`src/pkg/srm_pkg.sv`:
```
package srm_pkg;

    ////////////////////////////////////////////////////////////////////////////////
    // Timing
    localparam int unsigned CLK_PERIOD_NS  = 4;
    localparam int unsigned SCL_QUARTER_NS = 2500;
    localparam logic [15:0] QUARTER_CYC    =
        16'((SCL_QUARTER_NS + CLK_PERIOD_NS - 1) / CLK_PERIOD_NS);

    ////////////////////////////////////////////////////////////////////////////////
    // Image layout and serial framing
    localparam logic [4:0] SHORT_LEN   = 5'h0c;
    localparam logic [4:0] LONG_LEN    = 5'h17;
    localparam logic [2:0] LONG_SEL    = 3'h2;
    localparam logic [6:0] SEL_CODE    = 7'h50;
    localparam logic [7:0] EE_START_AD = 8'h00;
    localparam logic [1:0] TX_SELW     = 2'h0;
    localparam logic [1:0] TX_ADDR     = 2'h1;
    localparam logic [1:0] TX_SELR     = 2'h2;

    ////////////////////////////////////////////////////////////////////////////////
    // Register offsets
    localparam logic [7:0] OFS_SUBSYS  = 8'h00;
    localparam logic [7:0] OFS_ROMCTL  = 8'h04;
    localparam logic [7:0] OFS_T0CTL   = 8'h08;
    localparam logic [7:0] OFS_T1CTL   = 8'h0c;
    localparam logic [7:0] OFS_LS0CTL  = 8'h10;
    localparam logic [7:0] OFS_LS0AT   = 8'h14;
    localparam logic [7:0] OFS_IDENT   = 8'h18;
    localparam logic [7:0] OFS_CLASS   = 8'h1c;
    localparam logic [7:0] OFS_MISC    = 8'h20;
    localparam logic [7:0] OFS_STATUS  = 8'h24;
    localparam logic [7:0] OFS_DIV     = 8'h28;

    ////////////////////////////////////////////////////////////////////////////////
    // Reset values; identity default is arbitrary
    localparam logic [31:0] RST_WORD   = 32'h0000_0000;
    localparam logic [31:0] RST_IDENT  = 32'h1234_5678;
    localparam logic [23:0] RST_CLASS  = 24'h06_80_00;
    localparam logic [7:0]  RST_LAT    = 8'h00;

    typedef struct packed {
        logic [31:0] subsystem_ident_reg;
        logic [31:0] rom_window_control;
        logic [31:0] target0_control;
        logic [31:0] target1_control;
        logic [31:0] local_slave0_control;
        logic [31:0] local_slave0_translation;
        logic [31:0] ident_reg;
        logic [23:0] class_code;
        logic [7:0]  latency_limit;
    } srm_cfg_t;

    typedef enum logic [5:0] {
        ST_IDLE  = 6'h01,
        ST_STOPA = 6'h02,
        ST_START = 6'h04,
        ST_TX    = 6'h08,
        ST_RX    = 6'h10,
        ST_STOPZ = 6'h20
    } srm_state_t;

endpackage

```
`src/srm_loader.sv`:
```
module srm_loader
    import srm_pkg::*;
#(
    parameter int unsigned ADDR_W = 8
) (
    // APB slave
    input  wire logic              pclk,
    input  wire logic              presetn,
    input  wire logic [ADDR_W-1:0] paddr,
    input  wire logic              psel,
    input  wire logic              penable,
    input  wire logic              pwrite,
    input  wire logic [31:0]       pwdata,
    output logic [31:0]            prdata,
    output logic                   pready,
    output logic                   pslverr,
    // Host bus side
    input  wire logic              host_rst_n,
    input  wire logic              load_enable_pin,
    output logic                   host_retry,
    output srm_cfg_t               cfg,
    // Serial EEPROM
    output logic                   scl_out,
    input  wire logic              sda_in,
    output logic                   sda_out,
    output logic                   sda_oe
);

    ////////////////////////////////////////////////////////////////////////////////
    // Synchronisers and reset strap
    logic [1:0] sda_s_ff, load_enable_pin_s_ff, hrst_s_ff;
    logic       hrst_q_ff, strap_ff, start_load;

    always_ff @(posedge pclk or negedge presetn) begin
        if (!presetn) begin
            sda_s_ff  <= 2'h3;
            load_enable_pin_s_ff <= 2'h0;
            hrst_s_ff <= 2'h0;
            hrst_q_ff <= 1'b0;
        end else begin
            sda_s_ff  <= {sda_s_ff[0], sda_in};
            load_enable_pin_s_ff <= {load_enable_pin_s_ff[0], load_enable_pin};
            hrst_s_ff <= {hrst_s_ff[0], host_rst_n};
            hrst_q_ff <= hrst_s_ff[1];
        end
    end

    // Strap caught while host reset is held, used at its release
    always_ff @(posedge pclk or negedge presetn) begin
        if (!presetn) begin
            strap_ff <= 1'b0;
        end else if (!hrst_s_ff[1]) begin
            strap_ff <= sda_s_ff[1] | load_enable_pin_s_ff[1];
        end
    end

    assign start_load = hrst_s_ff[1] & ~hrst_q_ff & strap_ff;

    ////////////////////////////////////////////////////////////////////////////////
    // Quarter-bit timebase
    logic [15:0] div_ff, cnt_ff;
    logic [1:0]  qtr_ff;
    logic        tick, bit_end;
    srm_state_t  state_ff;

    assign tick    = (cnt_ff >= div_ff - 16'h0001);
    assign bit_end = tick & (qtr_ff == 2'h3);

    always_ff @(posedge pclk or negedge presetn) begin
        if (!presetn) begin
            cnt_ff <= 16'h0000;
            qtr_ff <= 2'h0;
        end else if (state_ff == ST_IDLE || tick) begin
            cnt_ff <= 16'h0000;
            qtr_ff <= (state_ff == ST_IDLE) ? 2'h0 : qtr_ff + 2'h1;
        end else begin
            cnt_ff <= cnt_ff + 16'h0001;
        end
    end

    ////////////////////////////////////////////////////////////////////////////////
    // Serial sequencer
    logic [3:0] bit_ff;
    logic [7:0] tx_sh_ff, rx_sh_ff;
    logic [1:0] tx_idx_ff;
    logic [4:0] byte_idx_ff;
    logic       nack_ff, loading_ff, done_ff, err_ff, long_ff;
    logic       more, load_byte;

    // Ack byte 11 only if its selector asks for the long image
    assign more = (byte_idx_ff < SHORT_LEN - 5'h01) ||
                  (byte_idx_ff == SHORT_LEN - 5'h01 && rx_sh_ff[2:0] == LONG_SEL) ||
                  (byte_idx_ff > SHORT_LEN - 5'h01 && byte_idx_ff < LONG_LEN - 5'h01);
    assign load_byte = (state_ff == ST_RX) & bit_end & (bit_ff == 4'h8);

    always_ff @(posedge pclk or negedge presetn) begin
        if (!presetn) begin
            state_ff    <= ST_IDLE;
            bit_ff      <= 4'h0;
            tx_sh_ff    <= 8'h00;
            rx_sh_ff    <= 8'h00;
            tx_idx_ff   <= TX_SELW;
            byte_idx_ff <= 5'h00;
            nack_ff     <= 1'b0;
            loading_ff  <= 1'b0;
            done_ff     <= 1'b0;
            err_ff      <= 1'b0;
            long_ff     <= 1'b0;
        end else if (!hrst_s_ff[1]) begin
            // Host reset mid-load abandons the image
            state_ff   <= ST_IDLE;
            loading_ff <= 1'b0;
        end else if (state_ff == ST_IDLE) begin
            if (start_load) begin
                state_ff    <= ST_STOPA;
                loading_ff  <= 1'b1;
                done_ff     <= 1'b0;
                err_ff      <= 1'b0;
                long_ff     <= 1'b0;
                tx_idx_ff   <= TX_SELW;
                byte_idx_ff <= 5'h00;
            end
        end else begin
            if (tick && qtr_ff == 2'h2) begin
                if (state_ff == ST_TX && bit_ff == 4'h8) begin
                    nack_ff <= sda_s_ff[1];
                end
                if (state_ff == ST_RX && bit_ff < 4'h8) begin
                    rx_sh_ff <= {rx_sh_ff[6:0], sda_s_ff[1]};
                end
            end
            if (bit_end) begin
                bit_ff <= (bit_ff == 4'h8) ? 4'h0 : bit_ff + 4'h1;
                unique case (state_ff)
                    ST_STOPA: begin
                        state_ff <= ST_START;
                    end
                    ST_START: begin
                        state_ff <= ST_TX;
                        bit_ff   <= 4'h0;
                        tx_sh_ff <= {SEL_CODE, tx_idx_ff == TX_SELR};
                    end
                    ST_TX: begin
                        if (bit_ff < 4'h8) begin
                            tx_sh_ff <= {tx_sh_ff[6:0], 1'b0};
                        end else if (nack_ff) begin
                            err_ff   <= 1'b1;
                            state_ff <= ST_STOPZ;
                        end else if (tx_idx_ff == TX_SELW) begin
                            tx_idx_ff <= TX_ADDR;
                            tx_sh_ff  <= EE_START_AD;
                        end else if (tx_idx_ff == TX_ADDR) begin
                            tx_idx_ff <= TX_SELR;
                            state_ff  <= ST_START;
                        end else begin
                            state_ff <= ST_RX;
                        end
                    end
                    ST_RX: begin
                        if (bit_ff == 4'h8) begin
                            byte_idx_ff <= byte_idx_ff + 5'h01;
                            if (byte_idx_ff == SHORT_LEN - 5'h01) begin
                                long_ff <= (rx_sh_ff[2:0] == LONG_SEL);
                            end
                            if (!more) begin
                                state_ff <= ST_STOPZ;
                            end
                        end
                    end
                    ST_STOPZ: begin
                        state_ff   <= ST_IDLE;
                        loading_ff <= 1'b0;
                        done_ff    <= 1'b1;
                    end
                    default: begin
                        state_ff <= ST_IDLE;
                    end
                endcase
            end
        end
    end

    ////////////////////////////////////////////////////////////////////////////////
    // Line levels, registered so pins never glitch
    logic nxt_scl, nxt_sda, scl_ff, sda_oe_ff;

    always_comb begin
        nxt_scl = (qtr_ff == 2'h1) || (qtr_ff == 2'h2);
        nxt_sda = 1'b1;
        unique case (state_ff)
            ST_IDLE: begin
                nxt_scl = 1'b1;
            end
            ST_STOPA, ST_STOPZ: begin
                nxt_scl = (qtr_ff != 2'h0);
                nxt_sda = qtr_ff[1];
            end
            ST_START: begin
                nxt_sda = ~qtr_ff[1];
            end
            ST_TX: begin
                nxt_sda = (bit_ff < 4'h8) ? tx_sh_ff[7] : 1'b1;
            end
            ST_RX: begin
                nxt_sda = (bit_ff < 4'h8) ? 1'b1 : ~more;
            end
            default: begin
                nxt_scl = 1'b1;
            end
        endcase
    end

    always_ff @(posedge pclk or negedge presetn) begin
        if (!presetn) begin
            scl_ff    <= 1'b1;
            sda_oe_ff <= 1'b0;
        end else begin
            scl_ff    <= nxt_scl;
            sda_oe_ff <= ~nxt_sda;
        end
    end

    assign scl_out    = scl_ff;
    assign sda_out    = 1'b0;
    assign sda_oe     = sda_oe_ff;
    assign host_retry = loading_ff;

    ////////////////////////////////////////////////////////////////////////////////
    // Configuration image
    srm_cfg_t   cfg_ff;
    logic       rom_en_ff;
    logic [7:0] b;
    logic       wr_acc, rd_setup;
    logic [7:0] ofs;

    assign b        = rx_sh_ff;
    assign ofs      = 8'(paddr);
    assign wr_acc   = psel & penable & pwrite & ~loading_ff;
    assign rd_setup = psel & ~penable & ~pwrite;

    // ROM gate spans bytes 4 to 7; target gates act within their own byte
    always_ff @(posedge pclk or negedge presetn) begin
        if (!presetn) begin
            rom_en_ff <= 1'b0;
        end else if (start_load) begin
            rom_en_ff <= 1'b0;
        end else if (load_byte && byte_idx_ff == 5'h04) begin
            rom_en_ff <= b[7];
        end
    end

    always_ff @(posedge pclk or negedge presetn) begin
        if (!presetn) begin
            cfg_ff <= '{RST_WORD, RST_WORD, RST_WORD, RST_WORD, RST_WORD, RST_WORD,
                        RST_IDENT, RST_CLASS, RST_LAT};
        end else if (load_byte) begin
            unique case (byte_idx_ff)
                5'h00: cfg_ff.subsystem_ident_reg[31:24] <= b;
                5'h01: cfg_ff.subsystem_ident_reg[23:16] <= b;
                5'h02: cfg_ff.subsystem_ident_reg[15:8]  <= b;
                5'h03: cfg_ff.subsystem_ident_reg[7:0]   <= b;
                5'h04: if (b[7]) cfg_ff.rom_window_control[22:16] <= b[6:0];
                5'h05: if (rom_en_ff) cfg_ff.rom_window_control[15:8] <= b;
                5'h06: if (rom_en_ff) cfg_ff.rom_window_control[7:0]  <= b;
                5'h07: begin
                    if (rom_en_ff) cfg_ff.rom_window_control[25:24] <= b[7:6];
                    if (b[5]) begin
                        cfg_ff.target0_control[27:24] <= b[4:1];
                        cfg_ff.target0_control[6]     <= b[0];
                    end
                end
                5'h08: begin
                    if (b[7]) begin
                        cfg_ff.target1_control[27:24] <= b[6:3];
                        cfg_ff.target1_control[6]     <= b[2];
                    end
                    cfg_ff.local_slave0_control[31] <= b[1];
                    cfg_ff.local_slave0_control[24] <= b[0];
                end
                5'h09: cfg_ff.local_slave0_translation[31:24] <= b;
                5'h0a: cfg_ff.local_slave0_translation[23:16] <= b;
                5'h0b: begin
                    cfg_ff.local_slave0_translation[7:4] <= b[7:4];
                    cfg_ff.local_slave0_translation[1]   <= b[3];
                end
                5'h0c: cfg_ff.ident_reg[31:24] <= b;
                5'h0d: cfg_ff.ident_reg[23:16] <= b;
                5'h0e: cfg_ff.ident_reg[15:8]  <= b;
                5'h0f: cfg_ff.ident_reg[7:0]   <= b;
                5'h10: cfg_ff.class_code[23:16] <= b;
                5'h11: cfg_ff.class_code[15:8]  <= b;
                5'h12: cfg_ff.class_code[7:0]   <= b;
                5'h13: cfg_ff.latency_limit     <= b;
                default: begin
                end
            endcase
        end else if (wr_acc) begin
            unique case (ofs)
                OFS_SUBSYS: cfg_ff.subsystem_ident_reg      <= pwdata;
                OFS_ROMCTL: cfg_ff.rom_window_control       <= pwdata;
                OFS_T0CTL:  cfg_ff.target0_control          <= pwdata;
                OFS_T1CTL:  cfg_ff.target1_control          <= pwdata;
                OFS_LS0CTL: cfg_ff.local_slave0_control     <= pwdata;
                OFS_LS0AT:  cfg_ff.local_slave0_translation <= pwdata;
                OFS_IDENT:  cfg_ff.ident_reg                <= pwdata;
                OFS_CLASS:  cfg_ff.class_code               <= pwdata[23:0];
                OFS_MISC:   cfg_ff.latency_limit            <= pwdata[31:24];
                default: begin
                end
            endcase
        end
    end

    assign cfg = cfg_ff;

    ////////////////////////////////////////////////////////////////////////////////
    // APB answer; read data is captured in setup so it leaves a flop
    logic [31:0] rd_mux;
    logic        hit;

    always_ff @(posedge pclk or negedge presetn) begin
        if (!presetn) begin
            div_ff <= QUARTER_CYC;
        end else if (psel && penable && pwrite && ofs == OFS_DIV) begin
            // Zero would wrap to the slowest timebase, 65536 cycles a quarter
            div_ff <= (pwdata[15:0] == 16'h0000) ? 16'h0001 : pwdata[15:0];
        end
    end

    always_comb begin
        hit    = 1'b1;
        rd_mux = 32'h0000_0000;
        unique case (ofs)
            OFS_SUBSYS: rd_mux = cfg_ff.subsystem_ident_reg;
            OFS_ROMCTL: rd_mux = cfg_ff.rom_window_control;
            OFS_T0CTL:  rd_mux = cfg_ff.target0_control;
            OFS_T1CTL:  rd_mux = cfg_ff.target1_control;
            OFS_LS0CTL: rd_mux = cfg_ff.local_slave0_control;
            OFS_LS0AT:  rd_mux = cfg_ff.local_slave0_translation;
            OFS_IDENT:  rd_mux = cfg_ff.ident_reg;
            OFS_CLASS:  rd_mux = {8'h00, cfg_ff.class_code};
            OFS_MISC:   rd_mux = {cfg_ff.latency_limit, 24'h000000};
            OFS_STATUS: rd_mux = {28'h0000000, long_ff, err_ff, done_ff, loading_ff};
            OFS_DIV:    rd_mux = {16'h0000, div_ff};
            default:    hit = 1'b0;
        endcase
        if (loading_ff && ofs < OFS_STATUS) begin
            rd_mux = 32'h0000_0000;
        end
    end

    always_ff @(posedge pclk or negedge presetn) begin
        if (!presetn) begin
            prdata <= 32'h0000_0000;
        end else if (rd_setup) begin
            prdata <= rd_mux;
        end
    end

    assign pready  = 1'b1;
    assign pslverr = psel & penable & ~hit;

endmodule

```
`config.mk`:
```
export PLATFORM = sky130hd
export DESIGN_NAME = srm_loader
export DESIGN_NICKNAME = d
export VERILOG_FILES = /design/src/pkg/srm_pkg.sv /design/src/srm_loader.sv
export SDC_FILE = /design/constraint.sdc
export NUM_CORES = 1
export LEC_CHECK = 0
export ABC_AREA = 1
export BUFFER_PORTS_ARGS = -buffer_cell sky130_fd_sc_hd__buf_2
export CORE_MARGIN = 2
export CORE_UTILIZATION = 32
export DETAILED_ROUTE_END_ITERATION = 10
export HOLD_SLACK_MARGIN = 0.05
export PLACE_DENSITY = 0.52
export SLEW_MARGIN = 20
export SYNTH_ARGS = -nofsm -noshare
export SYNTH_HDL_FRONTEND = slang
export SYNTH_SLANG_ARGS = --single-unit
```
`constraint.sdc`:
```
create_clock -name pclk -period 3.3 [get_ports pclk]
set_input_delay 0.66 -clock pclk [delete_from_list [all_inputs] [get_ports pclk]]
set_output_delay 0.66 -clock pclk [all_outputs]
set_load 0.005 [all_outputs]
```
==> flow_metrics.env <==
export IMPL_status="complete, but fails checks"
export IMPL_violations="negative setup slack"
export IMPL_holdCritPathClass="input pin to async pin"
export IMPL_p_per_area_mw_per_mm2=423.5
export IMPL_vias_per_cell=5.352
export IMPL_drive_gt1_frac=0.3438
export IMPL_nets=2997
export IMPL_setup_viol=277
export IMPL_final_hold_violation_count=0
export IMPL_rows=88
export IMPL_synth_nets=2433
export IMPL_clock_fmax_ghz=0.2826
export IMPL_place_hpwl_microns=66520
export IMPL_routedWlPerCell_microns=23.97
export IMPL_cp_end_kind="flip-flop"
export IMPL_synth_compound_area_share=0.1201
export IMPL_synth_warnings=0
export IMPL_routed_wl_microns=89300
export IMPL_drc=0
export IMPL_synth_fa_ha_area_frac=0.01872
export IMPL_gp_congestion=0.9683
export IMPL_vias=19940
export IMPL_first_pass_iters=7
export IMPL_p_total_mw=11.31
export IMPL_critical_path_peak_fanout=7
export IMPL_post_place_ws_ps=-636.8
export IMPL_min_period_over_period=1.072
export IMPL_finish_instance_area_sq_mm=0.02671
export IMPL_die_height_microns=245.8
export IMPL_dp_cells=3579
export IMPL_io_pins=342
export IMPL_cts_tree="yes"
export IMPL_worstPathArrival_ps=3990
export IMPL_port_buffers=339
export IMPL_maxSlewHeadroom=0.4079
export IMPL_worst_pin_slew_ps=888.2
export IMPL_antenna_found_initial=0
export IMPL_cp_start_kind="flip-flop"
export IMPL_synth_xor_area_frac=0.008424
export IMPL_cts_buffers=46
export IMPL_rrSetupSlack_ps=-240
export IMPL_grt_overflow_total=0
export IMPL_core_sq_mm=0.05781
export IMPL_synthArstFlopShare=1.000
export IMPL_drt_iter0_markers=2098
export IMPL_synth_edf_count=0
export IMPL_slew_violations=0
export IMPL_synth_seq_cells=371
export IMPL_synth_seq_area_share=0.4977
export IMPL_leakagePower_nw=13.49
export IMPL_grt_max_degree=92
export IMPL_die_width_microns=245.8
export IMPL_clockRootBuffer="clkbuf_16"
export IMPL_rsz0062_at_grt="yes"
export IMPL_grt_pass1_wl_microns=128600
export IMPL_netlist_instances=2357
export IMPL_peakVddDrop_v=0.0003781
export IMPL_cts_sinks=371
export IMPL_cts_hold_buffers=0
export IMPL_grt_pass1_vias=19230
export IMPL_setup_ws_ps=-238.6
export IMPL_synth_top_family_by_area="simple AND/OR/NAND/NOR gates"
export IMPL_area_growth_pct=42.74
export IMPL_gr_usage_all_layers=0.2885
export IMPL_synth_simple_area_share=0.2828
export IMPL_htree_levels=2
export IMPL_muxShareOfSynthArea=0
export IMPL_fin_crit_ps=3539
export IMPL_cts_clk_slew_worst_paths_ps=60
export IMPL_stdcell_count=3726
export IMPL_drv_cap=0
export IMPL_synthesis_area_sq_mm=0.01872
export IMPL_worstSetupPathType="flip-flop to flip-flop"
export IMPL_die_area_sq_mm=0.06044
export IMPL_syn_area_per_cell_sq_um=7.940
export IMPL_initial_core_util=0.3238
export IMPL_synthFlopType="dfrtp_1"
export IMPL_finalClockSkew_ps=33.31
export IMPL_synth_cell_type_count=56
export IMPL_ant_nets=0
export IMPL_clock_latency_ps=590
export IMPL_crit_required_ps=3750
export IMPL_placed_cell_area_sq_mm=0.02278
export IMPL_cts_buffer_depth=3
==> cells in the mapped netlist (all sizes together), types with 2 or more instances <==
library cell / number / area share
nand4: 37 / 0.015
o211ai: 8 / 0.0032
xor2: 16 / 0.0075
nor3b: 3 / 0.0012
a221oi: 4 / 0.0019
o21ai: 187 / 0.055
conb: 2 / 0.00040
clkinv: 3 / 0.00087
dfstp: 25 / 0.035
inv: 233 / 0.047
nor4: 6 / 0.0020
a31oi: 12 / 0.0040
dfrtp: 346 / 0.46
o31ai: 4 / 0.0016
ha: 28 / 0.019
a21oi: 83 / 0.023
o22ai: 71 / 0.024
xnor2: 2 / 0.00094
nor2: 95 / 0.022
clkbuf: 54 / 0.011
nor3: 28 / 0.0090
nand3: 247 / 0.068
buf: 40 / 0.013
nand2: 803 / 0.16
o2111ai: 9 / 0.0042
==> metrics by stage <==
step                  util  TNS, ps  hold slack (ps)
global route        0.4620  -103460            158.5
detailed placement  0.3941   -82810            334.7
finish              0.4621   -37020            85.70
CTS                 0.4526   -32400            154.9
global placement    0.3941   -65940            337.7
floorplan                -        0            331.2
==> cell usage in the layout, fill, tap and decap left out, types with 31 or more instances in the layout <==
cell type    n
nand2_2     92
o21ai_1     46
nand3_2     50
a21oi_1     76
dfrtp_1    346
buf_6       57
nor2_1      77
buf_4      158
buf_2      339
inv_1      212
buf_12      33
nand2_1    679
nand3_1    188
clkbuf_16   49
o21ai_0    113
o22ai_1     47
nand4_1     31
==> worst max-delay path: stages (launching register included) <==
cell and delay (ps):
dfrtp_1 390, inv_1 90, ha_2 180, nand4_1 140
nor2_2 160, nand2_1 70, nor2_2 90, nand2_1 80
buf_4 140, xor2_1 160, inv_1 70, ha_1 260
nand2_1 140, nor2_1 70, a21oi_2 210, nand2_4 120
nand3_4 170, nand2_4 120, buf_6 170, nor2_4 130
buf_6 150, buf_12 170, o22ai_2 90
==> routing by layer <==
metal,vias up,routed length [microns],track usage
met4,0,2805,0.08948
met2,995,41000,0.4586
li1,8921,-,-
met5,-,0,0
met1,9861,37630,0.3958
met3,163,7876,0.05577
==> sequential cells by signal, summed over array words and instances, names as in the netlist, 2 cells and up <==
name,count
b,8
bit_ff,4
byte_idx_ff,5
cfg,256
cnt_ff,16
div_ff,16
hrst_s_ff,2
load_enable_pin_s_ff,2
prdata,32
qtr_ff,2
sda_s_ff,2
state_ff,6
tx_idx_ff,2
tx_sh_ff,8
==> final timing paths <==
| kind | startpoint | to | depth (start not counted) |
|---|---|---|---|
| setup / recovery | div_ff[1] | cfg[130] | 22 |
| hold reg to reg | load_enable_pin_s_ff[0] | load_enable_pin_s_ff[1] | 0 |
| max in group asynchronous | presetn | cfg[52] | 2 |
| setup reg to reg | div_ff[1] | cfg[130] | 22 |
| hold / removal | presetn | cfg[79] | 1 |
| min in group pclk | sda_in | sda_s_ff[0] | 1 |
==> cell type report <==
type,count,area [sq um]
sequential,371,9315
tap,765,957.2
timing repair buffer,607,4563
antenna,3,7.507
timing repair inverter,2,15.01
inverter,236,938.4
multi-input combinational,1657,9360
clock inverter,18,196.4
clock buffer,67,1361
fill,5725,31090
==> cell families (layout without fill, tap and decap cells) <==
family                   Yosys count  count (layout)
AND/OR/NAND/NOR                 1223            1224
AO/OA/AOI/OAI                    385             385
flip-flops                       371             371
buffers and inverters            330             930
adder cells (fa/ha/maj)           28              28
XOR/XNOR                          18              18
other                              2               5
==> repair_timing <==
item,in CTS,in global routing
setup endpoints to repair,294,307
pin swaps,61,57
cloned,8,3
setup buffers,45,10
gates resized for setup,335,101
==> report_power, final <==
| part | switching [mW] | internal (mW) |
|---|---|---|
| Sequential | 0.142 | 4.69 |
| Clock | 2.11 | 3.17 |
| Combinational | 0.776 | 0.422 |
No activity file was read; power rests on OpenSTA's default activity.
